**config.mk**
```make
export PLATFORM = sky130hd
export DESIGN_NAME = ccd_clock_ctrl
export DESIGN_NICKNAME = d
export VERILOG_FILES = /design/src/ccd_pkg.sv /design/src/ccd_clock_ctrl.sv
export SDC_FILE = /design/constraint.sdc
export NUM_CORES = 2
export LEC_CHECK = 0
export BUFFER_PORTS_ARGS = -buffer_cell sky130_fd_sc_hd__buf_2
export CAP_MARGIN = 20
export CORE_MARGIN = 1
export CORE_UTILIZATION = 52
export CTS_BUF_LIST = sky130_fd_sc_hd__clkbuf_2
export CTS_CLUSTER_DIAMETER = 60
export DETAILED_ROUTE_END_ITERATION = 6
export GPL_TIMING_DRIVEN = 0
export PLACE_DENSITY = 0.71
export SLEW_MARGIN = 10
export SYNTH_ARGS = -nofsm -noshare
export SYNTH_HDL_FRONTEND = slang
export SYNTH_SLANG_ARGS = --single-unit
```
**constraint.sdc**
```tcl
create_clock -name clk_i -period 61.2 [get_ports clk_i]
set_input_delay 6.12 -clock clk_i [delete_from_list [all_inputs] [get_ports clk_i]]
set_output_delay 6.12 -clock clk_i [all_outputs]
set_load 0.005 [all_outputs]
```
**src/ccd_pkg.sv**
```systemverilog
// Shared constants and carrier types for the clock source divider and timewheel block
`default_nettype none
package ccd_pkg;
  localparam int unsigned CLK_HZ = 100_000_000;
  localparam int unsigned NUM_DIV = 12;
  // Register offsets
  localparam logic [7:0] ADDR_CTRL = 8'h00;
  localparam logic [7:0] ADDR_FAST_TC = 8'h01;
  localparam logic [7:0] ADDR_CTC_TAP = 8'h02;
  localparam logic [7:0] ADDR_STATUS = 8'h03;
  localparam logic [7:0] ADDR_CTC_VAL = 8'h04;
  localparam logic [7:0] ADDR_BUS_DIV = 8'h05;
  localparam logic [7:0] ADDR_CPU_DIV = 8'h06;
  localparam logic [7:0] ADDR_MASTER_SEL = 8'h07;
  localparam logic [7:0] ADDR_PLL_DIV = 8'h08;
  localparam logic [7:0] ADDR_SRC_EN = 8'h09;
  localparam logic [7:0] ADDR_DIV_VAL = 8'h10;
  localparam logic [7:0] ADDR_DIV_SRC = 8'h20;
  // Control register field positions
  localparam int unsigned CTRL_CLEAR = 0;
  localparam int unsigned CTRL_FAST_IRQ = 1;
  localparam int unsigned CTRL_CTC_IRQ = 2;
  localparam int unsigned CTRL_WAKE = 3;
  localparam int unsigned CTRL_PLL_EN = 4;
  localparam int unsigned CTRL_IMO_FREQ = 5;
  localparam int unsigned CTRL_DBL_SEL = 7;
  localparam int unsigned CTRL_PLL_REF = 9;
  // Source indices on the divider input multiplexers
  localparam logic [2:0] SRC_PLL = 3'h3;
  localparam logic [2:0] SRC_LSO = 3'h5;
  localparam logic [2:0] SRC_WATCH = 3'h6;
  localparam logic [2:0] SRC_TAP33 = 3'h7;
  // Reset values and the central counter tap limit
  localparam logic [15:0] RST_DIV = 16'h0002;
  localparam logic [3:0] RST_CPU_DIV = 4'h2;
  localparam logic [4:0] RST_FAST_TC = 5'h1f;
  localparam logic [3:0] RST_CTC_TAP = 4'h9;
  localparam logic [6:0] RST_SRC_EN = 7'h01;
  localparam logic [5:0] RST_PLL_DIV = 6'h01;
  localparam logic [3:0] CTC_TAP_MAX = 4'hc;
  // Low-speed oscillator tap ratios and the watch crystal second count
  localparam logic [1:0] DIV3_LAST = 2'h2;
  localparam logic [6:0] DIV100_LAST = 7'h63;
  localparam logic [14:0] SEC_LAST = 15'h7fff;
  // Startup and lock times
  localparam int unsigned IMO_START_US = 13;
  localparam int unsigned DBL_START_US = 1;
  localparam int unsigned PLL_LOCK_US = 250;
  localparam int unsigned XTAL_START_MS = 5;
  localparam int unsigned LSO_START_MS = 15;
  localparam int unsigned WATCH_START_MS = 500;
  localparam int unsigned IMO_START_CYC = IMO_START_US * (CLK_HZ / 1_000_000);
  localparam int unsigned DBL_START_CYC = DBL_START_US * (CLK_HZ / 1_000_000);
  localparam int unsigned PLL_LOCK_CYC = PLL_LOCK_US * (CLK_HZ / 1_000_000);
  localparam int unsigned XTAL_START_CYC = XTAL_START_MS * (CLK_HZ / 1_000);
  localparam int unsigned LSO_START_CYC = LSO_START_MS * (CLK_HZ / 1_000);
  localparam int unsigned WATCH_START_CYC = WATCH_START_MS * (CLK_HZ / 1_000);

  // Sampled source levels; imo is bit 0 when viewed as a vector
  typedef struct packed {
    logic watch_crystal_osc;
    logic slow_tap_100k;
    logic doubler;
    logic pll;
    logic dsi;
    logic fast_crystal_osc;
    logic internal_main_osc;
  } ccd_src_type;

  // Controls driven to the analog oscillators, PLL and doubler
  typedef struct packed {
    logic       pll_en;
    logic [1:0] imo_freq;
    logic [1:0] doubler_sel;
    logic [1:0] pll_ref_sel;
    logic [5:0] pll_in_div;
    logic [5:0] pll_fb_div;
    logic [6:0] src_en;
  } ccd_ctl_type;
endpackage
`default_nettype wire

```
**src/ccd_clock_ctrl.sv**
```systemverilog
// Clock source control, dividers and timewheels in the master clock domain
`default_nettype none
// Operation
// - Central tick counter is a free-running 13-bit counter on the 1 kHz tap.
// - Central counter stops in hibernate and while debug halts the CPU.
// - Central counter raises periodic interrupts and wake requests.
// - Firmware clear returns the central counter to zero; it then keeps counting.
// - Fast tick counter is 5-bit on the 100 kHz tap with programmable terminal.
// - Fast counter restarts from zero at its terminal count by itself.
// - Fast counter raises an interrupt at each terminal count when enabled.
// - The 33 kHz tap is the 100 kHz tap divided by three.
// - Low-speed oscillator offers 1 kHz, 33 kHz and 100 kHz taps.
// - Doubler doubles its input, 24 MHz into 48 MHz for USB.
// - Doubler input selects main oscillator, fast crystal or interconnect.
// - PLL reference selects main oscillator, fast crystal or interconnect.
// - PLL gives 24 to 50 MHz with 4032 divider ratios.
// - PLL locks within 250 us of enable and sets a readable lock bit.
// - Lock indication can be routed to the interconnect for an interrupt.
// - Main oscillator frequency selects 3, 6, 12 or 24 MHz.
// - Eight digital and four analog 16-bit dividers.
// - Bus clock from a 16-bit divider, CPU clock from a 4-bit divider.
// - Every peripheral divider has its own independent source select.
// - Watch crystal path gives a once-per-second interrupt.
// - CPU divider runs from bus clock; bus divider from master clock.
// - Peripheral and bus dividers use an 8-input mux, divide by two or more, resynchronised.
module ccd_clock_ctrl #(
  parameter int unsigned PLL_LOCK_CYC    = ccd_pkg::PLL_LOCK_CYC,
  parameter int unsigned XTAL_START_CYC  = ccd_pkg::XTAL_START_CYC,
  parameter int unsigned LSO_START_CYC   = ccd_pkg::LSO_START_CYC,
  parameter int unsigned WATCH_START_CYC = ccd_pkg::WATCH_START_CYC
) (
  input  wire logic                clk_i,
  input  wire logic                rst_i,
  input  wire logic [7:0]          addr_i,
  input  wire logic [15:0]         wdata_i,
  input  wire logic                wr_i,
  input  wire logic                rd_i,
  output logic      [15:0]         rdata_o,
  input  wire ccd_pkg::ccd_src_type src_i,
  input  wire logic                hibernate_i,
  input  wire logic                debug_halt_i,
  output ccd_pkg::ccd_ctl_type     ctl_o,
  output logic      [2:0]          master_sel_o,
  output logic      [6:0]          ready_o,
  output logic                     lock_o,
  output logic                     tap_33k_o,
  output logic                     tap_1k_o,
  output logic                     ctc_irq_o,
  output logic                     wake_o,
  output logic                     fast_irq_o,
  output logic                     second_irq_o,
  output logic                     bus_clk_o,
  output logic                     cpu_clk_o,
  output logic      [11:0]         div_clk_o
);
  import ccd_pkg::*;
  typedef struct packed {
    logic [6:0]        src_prev;
    logic [1:0]        div3;
    logic [6:0]        div100;
    logic              tap33;
    logic              tap1k;
    logic [12:0]       ctc;
    logic [3:0]        ctc_tap;
    logic [4:0]        fast;
    logic [4:0]        fast_tc;
    logic              fast_irq_en;
    logic              ctc_irq_en;
    logic              wake_en;
    logic [14:0]       sec;
    ccd_ctl_type       ctl;
    logic [2:0]        master_req;
    logic [2:0]        master_act;
    logic [6:0][25:0]  start_cnt;
    logic [6:0]        ready;
    logic [11:0][15:0] dv_val;
    logic [11:0][2:0]  dv_sel;
    logic [11:0][15:0] dv_aval;
    logic [11:0][2:0]  dv_asel;
    logic [11:0][15:0] dv_cnt;
    logic [11:0]       dv_out;
    logic [15:0]       bus_val;
    logic [15:0]       bus_aval;
    logic [15:0]       bus_cnt;
    logic              bus_out;
    logic [3:0]        cpu_val;
    logic [3:0]        cpu_aval;
    logic [3:0]        cpu_cnt;
    logic              cpu_out;
    logic              ctc_irq;
    logic              wake;
    logic              fast_irq;
    logic              sec_irq;
    logic [15:0]       rdata;
  } ccd_state_type;
  ccd_state_type s_reg;
  ccd_state_type s_next;
  logic [7:0]    edge_v;
  logic          tick100;
  logic          tick33;
  logic          tick1k;
  logic          ctc_run;
  logic          ctc_clear;
  logic          bus_rise;
  // Divide values below two act as two so every phase spans at least one source edge
  function automatic logic [15:0] eff_div(input logic [15:0] dv);
    eff_div = (dv < 16'h0002) ? 16'h0002 : dv;
  endfunction
  function automatic logic [15:0] div_step(input logic [15:0] cnt, input logic [15:0] dv);
    div_step = (cnt >= eff_div(dv) - 16'h0001) ? 16'h0000 : cnt + 16'h0001;
  endfunction
  function automatic logic div_phase(input logic [15:0] cnt, input logic [15:0] dv);
    div_phase = (cnt < (eff_div(dv) >> 1));
  endfunction
  // The 33 kHz tap counts as ready once the low-speed oscillator is
  function automatic logic src_ready(input logic [6:0] rdy, input logic [2:0] idx);
    src_ready = (idx == SRC_TAP33) ? rdy[SRC_LSO] : rdy[idx];
  endfunction
  function automatic logic [25:0] start_lim(input int i);
    case (i)
      0:       start_lim = 26'(IMO_START_CYC);
      1:       start_lim = 26'(XTAL_START_CYC);
      3:       start_lim = 26'(PLL_LOCK_CYC);
      4:       start_lim = 26'(DBL_START_CYC);
      5:       start_lim = 26'(LSO_START_CYC);
      6:       start_lim = 26'(WATCH_START_CYC);
      default: start_lim = 26'h0000001;
    endcase
  endfunction
  function automatic logic [15:0] reg_read(input ccd_state_type s, input logic [7:0] a);
    reg_read = 16'h0000;
    if (a >= ADDR_DIV_VAL && a < ADDR_DIV_VAL + 8'(NUM_DIV)) begin
      reg_read = s.dv_val[4'(a - ADDR_DIV_VAL)];
    end else if (a >= ADDR_DIV_SRC && a < ADDR_DIV_SRC + 8'(NUM_DIV)) begin
      reg_read = {13'h0000, s.dv_sel[4'(a - ADDR_DIV_SRC)]};
    end else begin
      case (a)
        ADDR_CTRL: reg_read = {5'h00, s.ctl.pll_ref_sel, s.ctl.doubler_sel, s.ctl.imo_freq,
                               s.ctl.pll_en, s.wake_en, s.ctc_irq_en, s.fast_irq_en, 1'b0};
        ADDR_FAST_TC:    reg_read = {11'h000, s.fast_tc};
        ADDR_CTC_TAP:    reg_read = {12'h000, s.ctc_tap};
        ADDR_STATUS:     reg_read = {5'h00, s.master_act, 1'b0, s.ready};
        ADDR_CTC_VAL:    reg_read = {3'h0, s.ctc};
        ADDR_BUS_DIV:    reg_read = s.bus_val;
        ADDR_CPU_DIV:    reg_read = {12'h000, s.cpu_val};
        ADDR_MASTER_SEL: reg_read = {13'h0000, s.master_req};
        ADDR_PLL_DIV:    reg_read = {4'h0, s.ctl.pll_fb_div, s.ctl.pll_in_div};
        ADDR_SRC_EN:     reg_read = {9'h000, s.ctl.src_en};
        default:         reg_read = 16'h0000;
      endcase
    end
  endfunction
  always_comb begin
    s_next = s_reg;
    s_next.ctc_irq = 1'b0;
    s_next.wake = 1'b0;
    s_next.fast_irq = 1'b0;
    s_next.sec_irq = 1'b0;
    tick33 = 1'b0;
    tick1k = 1'b0;
    s_next.src_prev = 7'(src_i);
    edge_v[6:0] = 7'(src_i) & ~s_reg.src_prev;
    tick100 = edge_v[SRC_LSO];
    // Low-speed taps: 100 kHz edge, /3 and /100 strobes
    if (tick100) begin
      tick33 = (s_reg.div3 == DIV3_LAST);
      s_next.div3 = tick33 ? 2'h0 : s_reg.div3 + 2'h1;
      tick1k = (s_reg.div100 == DIV100_LAST);
      s_next.div100 = tick1k ? 7'h00 : s_reg.div100 + 7'h01;
    end
    edge_v[SRC_TAP33] = tick33;
    s_next.tap33 = tick33;
    s_next.tap1k = tick1k;
    // Central tick counter
    ctc_clear = wr_i && addr_i == ADDR_CTRL && wdata_i[CTRL_CLEAR];
    ctc_run = tick1k && !hibernate_i && !debug_halt_i;
    if (ctc_clear) begin
      s_next.ctc = 13'h0000;
    end else if (ctc_run) begin
      s_next.ctc = s_reg.ctc + 13'h0001;
      if (s_reg.ctc[s_reg.ctc_tap] && !s_next.ctc[s_reg.ctc_tap]) begin
        s_next.ctc_irq = s_reg.ctc_irq_en;
        s_next.wake = s_reg.wake_en;
      end
    end
    // Fast tick counter; oscillator is off in hibernate
    if (tick100 && !hibernate_i) begin
      if (s_reg.fast >= s_reg.fast_tc) begin
        s_next.fast = 5'h00;
        s_next.fast_irq = s_reg.fast_irq_en;
      end else begin
        s_next.fast = s_reg.fast + 5'h01;
      end
    end
    // Once-per-second strobe from 32768 watch crystal edges
    if (edge_v[SRC_WATCH]) begin
      s_next.sec = s_reg.sec + 15'h0001;
      s_next.sec_irq = (s_reg.sec == SEC_LAST);
    end
    // Startup timers; the PLL entry is the lock timer and clears on disable
    for (int i = 0; i < 7; i++) begin
      if (!((i == 3) ? s_reg.ctl.pll_en : s_reg.ctl.src_en[i])) begin
        s_next.start_cnt[i] = 26'h0000000;
        s_next.ready[i] = 1'b0;
      end else if (s_reg.start_cnt[i] >= start_lim(i) - 26'h0000001) begin
        s_next.ready[i] = 1'b1;
      end else begin
        s_next.start_cnt[i] = s_reg.start_cnt[i] + 26'h0000001;
      end
    end
    // A master request waits until its source reports ready
    if (src_ready(s_reg.ready, s_reg.master_req)) begin
      s_next.master_act = s_reg.master_req;
    end
    // Peripheral dividers; new settings load only at the end of a full period
    for (int i = 0; i < NUM_DIV; i++) begin
      if (edge_v[s_reg.dv_asel[i]]) begin
        s_next.dv_cnt[i] = div_step(s_reg.dv_cnt[i], s_reg.dv_aval[i]);
        if (s_next.dv_cnt[i] == 16'h0000) begin
          s_next.dv_aval[i] = s_reg.dv_val[i];
          if (src_ready(s_reg.ready, s_reg.dv_sel[i])) begin
            s_next.dv_asel[i] = s_reg.dv_sel[i];
          end
        end
      end
      s_next.dv_out[i] = div_phase(s_next.dv_cnt[i], s_next.dv_aval[i]);
    end
    // Bus divider on master edges, CPU divider on bus clock rises
    if (edge_v[s_reg.master_act]) begin
      s_next.bus_cnt = div_step(s_reg.bus_cnt, s_reg.bus_aval);
      if (s_next.bus_cnt == 16'h0000) begin
        s_next.bus_aval = s_reg.bus_val;
      end
    end
    s_next.bus_out = div_phase(s_next.bus_cnt, s_next.bus_aval);
    bus_rise = s_next.bus_out && !s_reg.bus_out;
    if (bus_rise) begin
      s_next.cpu_cnt = 4'(div_step({12'h000, s_reg.cpu_cnt}, {12'h000, s_reg.cpu_aval}));
      if (s_next.cpu_cnt == 4'h0) begin
        s_next.cpu_aval = s_reg.cpu_val;
      end
    end
    s_next.cpu_out = div_phase({12'h000, s_next.cpu_cnt}, {12'h000, s_next.cpu_aval});
    // Register writes
    if (wr_i) begin
      if (addr_i >= ADDR_DIV_VAL && addr_i < ADDR_DIV_VAL + 8'(NUM_DIV)) begin
        s_next.dv_val[4'(addr_i - ADDR_DIV_VAL)] = wdata_i;
      end else if (addr_i >= ADDR_DIV_SRC && addr_i < ADDR_DIV_SRC + 8'(NUM_DIV)) begin
        s_next.dv_sel[4'(addr_i - ADDR_DIV_SRC)] = wdata_i[2:0];
      end else begin
        case (addr_i)
          ADDR_CTRL: begin
            s_next.fast_irq_en = wdata_i[CTRL_FAST_IRQ];
            s_next.ctc_irq_en = wdata_i[CTRL_CTC_IRQ];
            s_next.wake_en = wdata_i[CTRL_WAKE];
            s_next.ctl.pll_en = wdata_i[CTRL_PLL_EN];
            s_next.ctl.imo_freq = wdata_i[CTRL_IMO_FREQ +: 2];
            s_next.ctl.doubler_sel = wdata_i[CTRL_DBL_SEL +: 2];
            s_next.ctl.pll_ref_sel = wdata_i[CTRL_PLL_REF +: 2];
          end
          ADDR_FAST_TC: s_next.fast_tc = wdata_i[4:0];
          ADDR_CTC_TAP: s_next.ctc_tap = (wdata_i[3:0] > CTC_TAP_MAX) ? CTC_TAP_MAX : wdata_i[3:0];
          ADDR_BUS_DIV: s_next.bus_val = wdata_i;
          ADDR_CPU_DIV: s_next.cpu_val = wdata_i[3:0];
          ADDR_MASTER_SEL: s_next.master_req = wdata_i[2:0];
          ADDR_PLL_DIV: begin
            s_next.ctl.pll_in_div = wdata_i[5:0];
            s_next.ctl.pll_fb_div = wdata_i[11:6];
          end
          ADDR_SRC_EN: s_next.ctl.src_en = wdata_i[6:0];
          default: ;
        endcase
      end
    end
    s_next.rdata = rd_i ? reg_read(s_reg, addr_i) : 16'h0000;
  end

  always_ff @(posedge clk_i or posedge rst_i) begin
    if (rst_i) begin
      s_reg <= '0;
      s_reg.fast_tc <= RST_FAST_TC;
      s_reg.ctc_tap <= RST_CTC_TAP;
      s_reg.ctl.src_en <= RST_SRC_EN;
      s_reg.ctl.pll_in_div <= RST_PLL_DIV;
      s_reg.ctl.pll_fb_div <= RST_PLL_DIV;
      s_reg.dv_val <= {NUM_DIV{RST_DIV}};
      s_reg.dv_aval <= {NUM_DIV{RST_DIV}};
      s_reg.bus_val <= RST_DIV;
      s_reg.bus_aval <= RST_DIV;
      s_reg.cpu_val <= RST_CPU_DIV;
      s_reg.cpu_aval <= RST_CPU_DIV;
    end else begin
      s_reg <= s_next;
    end
  end

  assign rdata_o = s_reg.rdata;
  assign ctl_o = s_reg.ctl;
  assign master_sel_o = s_reg.master_act;
  assign ready_o = s_reg.ready;
  assign lock_o = s_reg.ready[SRC_PLL];
  assign tap_33k_o = s_reg.tap33;
  assign tap_1k_o = s_reg.tap1k;
  assign ctc_irq_o = s_reg.ctc_irq;
  assign wake_o = s_reg.wake;
  assign fast_irq_o = s_reg.fast_irq;
  assign second_irq_o = s_reg.sec_irq;
  assign bus_clk_o = s_reg.bus_out;
  assign cpu_clk_o = s_reg.cpu_out;
  assign div_clk_o = s_reg.dv_out;
endmodule
`default_nettype wire

```
==> run metrics <==
# IOs 110; Worst Path Arrival 12.46 ns; sequential fraction of the synthesis area 40.5%; Crit path largest cell delay 0.91 ns; status finished, final reports clean; FF-to-FF Start s_reg[56]$_DFF_PP0_; layout cell share with drive strength beyond 1 19.4%; placed cells 7824; required time worst endpoint 62.79 ns; max_slew headroom 17.0%; Initial Util 52.4%; DP Worst Slack 48.82 ns; Initial DRT Pass Iterations 7; crit-path max FO 10; kind of critical path in2reg; GP Congestion 1.00; CP max stage cell nor2b_1; leakage power 31.9 nW; Top FF cell, synth dfrtp_1; DRC 0; final instance area 67200 um^2; Mean Syn Cell Area 10.0 um^2; yosys warns 0; htree depth 5; Hold Path Class reg2reg; Worst Tran Pin Value 1.25 ns; gr usage total 30.0%; Setup TNS 0 ns; max cap viols 0; synthesized instance count 6171; Largest register FFs 928; initial antenna violation count 21; Final Max Slew Viols 0; Die X 347 um; Reg area 25100 um^2; #FFs+latches synth 1000; Hold-fix buffers, CTS 0; CTS buffer count 296; commonest cells after routing, fill and taps aside 962 x dfrtp_1, 492 x mux2_2, 439 x ha_1, 436 x o21ai_0, 429 x nand2_1; RSZ-0062 raised after global routing false; IO Port Bufs 105; drt total wl 182000 um; Layout Nets 7064; Placeable Area 118000 um^2; commonest non-fill, non-tap cell in the layout dfrtp_1; clk sinks 1000; first-pass GRT wire length 283000 um; number of synthesized flops with an enable pin 0; Multi-input gate area 34400 um^2; crit path time final 10.88 ns; share of Yosys cell area claimed by the top area cell type 38.9%; DRT iter0 DRCs 4788; worst ir drop on vdd 29.5 uV; crit-path cells buf_2 > nor2b_1 > mux4_2 > o21ai_2 > clkbuf_1 > or3_1 > clkbuf_1 > o41ai_1 > ha_1 > a21o_1 > a21o_1 > a21oi_1 > nand2_1 > o31ai_2 > a21oi_2 > or3_1 > buf_6 > a21oi_4 > mux2i_1 > ha_1 > a21oi_1 > o21ai_0 > nor3_1; Hold Path Origin s_reg[976]$_DFFE_PP0P_; post-CTS setup buffers 0; Setup crit end kind register; CTS resizes 0; cell taking the most area after synthesis dfrtp_1; pwr/cell area 42.4 nW/um^2; final antenna-violating net count 0; FMAX 0.0920 GHz; Area contributors post-synth dfrtp_1 39%, mux2_2 8.9%, ha_1 8.9%; vias 51129; Root Driver clkbuf_2; endpoints failing setup 0; Worst Skew 0.234 ns; vias in the first global route 49461; fin cells 8338; Area Overhead vs Synth 8.47%; CTS clk-pin slew, worst paths 0.10 ns; syn nets 6647; ys async rst share 100%; Via density 6.13; DP Wirelength 136000 um; Worst Setup SP src_i[6]; startpoint types input port; endpoints failing hold 0; worst skew pair latency 1.69 ns; full die area 120000 um^2; placed cell area 64700 um^2; Synth cell types 87; synthesized area 61900 um^2; final period utilization 17.8%; routed len/inst 21.8 um; Vert. Die Dim 347 um; # rows 126; CTS tree done; CTS max path bufs 4; GRT overflow 0; R2R Setup Slk 52.66 ns; largest net degree at the start of global routing 123; fill cell count 10236; Setup WS post-layout 50.32 ns
## final cells by class
cell class              instances  share of cell area [%]
multi-input cells            4597                    51.2
flip-flops and latches       1000                    37.3
clock buffers                 415                    3.09
well taps                    1536                    2.86
plain buffers                 308                    2.15
inverters                     266                    1.50
repair buffers                119                    1.21
clock inverters                85                   0.574
diodes                         12                  0.0447
## power breakdown
part / leakage, nW / internal, mW / switching (mW) / total [mW]
registers: 13.6 / 0.731 / 0.0956 / 0.826
logic: 16.4 / 0.652 / 0.878 / 1.53
clock network: 1.92 / 0.190 / 0.303 / 0.493
total: 31.9 / 1.57 / 1.28 / 2.85
## Yosys cell counts, drive strengths merged, types with 94 or more instances
master and instances:
inv 266, buf 99, a21oi 199, xnor2 218, mux2i 97, nand4 106
o21ai 441, clkbuf 209, nor2b 108, nor4 117, nor2 401, nand3 203
nor3 167, o31ai 98, mux4 94, and2 136, ha 439, a21o 95
nand2 429, dfrtp 962, mux2 498, nand2b 106
## logic make-up (layout without fill, tap and decap cells)
logic type | count (synthesis) | in the layout | synth area share, %
flops | 1000 | 1000 | 40.5
compound gates | 1138 | 1138 | 11.6
mux | 689 | 689 | 14.1
buf+inv | 574 | 1193 | 3.95
other cells | 0 | 12 | 0
fa+ha+maj | 439 | 439 | 8.87
xor+xnor | 309 | 309 | 4.37
simple gates | 2022 | 2022 | 16.7
## metal layers
| layer | global-route usage, % | up-vias | wire (um) |
|---|---|---|---|
| met2 | 44.8 | 2268 | 79200 |
| li1 | - | 23454 | - |
| met4 | 12.1 | 14 | 6740 |
| met1 | 41.3 | 24986 | 77800 |
| met5 | 0 | - | 195 |
| met3 | 7.83 | 407 | 17600 |
## critical path, delay by kind of cell
kind	cells	cell delay [ns]
fa+ha+maj	2	0.64
simple gates	5	1.93
mux	2	0.73
buf+inv	4	0.73
compound gates	10	2.28
## through the flow
stage,total power [mW],hold WS [ns],utilization (%)
after floorplan,1.97,0.391,-
after global placement,2.29,0.448,54.5
after detailed placement,2.35,0.461,54.8
after CTS,2.85,0.476,56.8
after global routing,3.10,0.483,56.9
final,2.85,0.472,56.9
## worst paths after layout
kind                                           to  cells past startpoint
max in group asynchronous  div_clk_o[5]$_DFF_PP0_                      5
max                           cpu_clk_o$_DFF_PP0_                     23
min reg2reg                s_reg[976]$_DFFE_PP0P_                      1
min                        s_reg[976]$_DFFE_PP0P_                      1
min in group asynchronous  s_reg[849]$_DFFE_PP0P_                      2
max reg2reg                   cpu_clk_o$_DFF_PP0_                     33
Note: power is estimated with default switching activity, not from simulation.
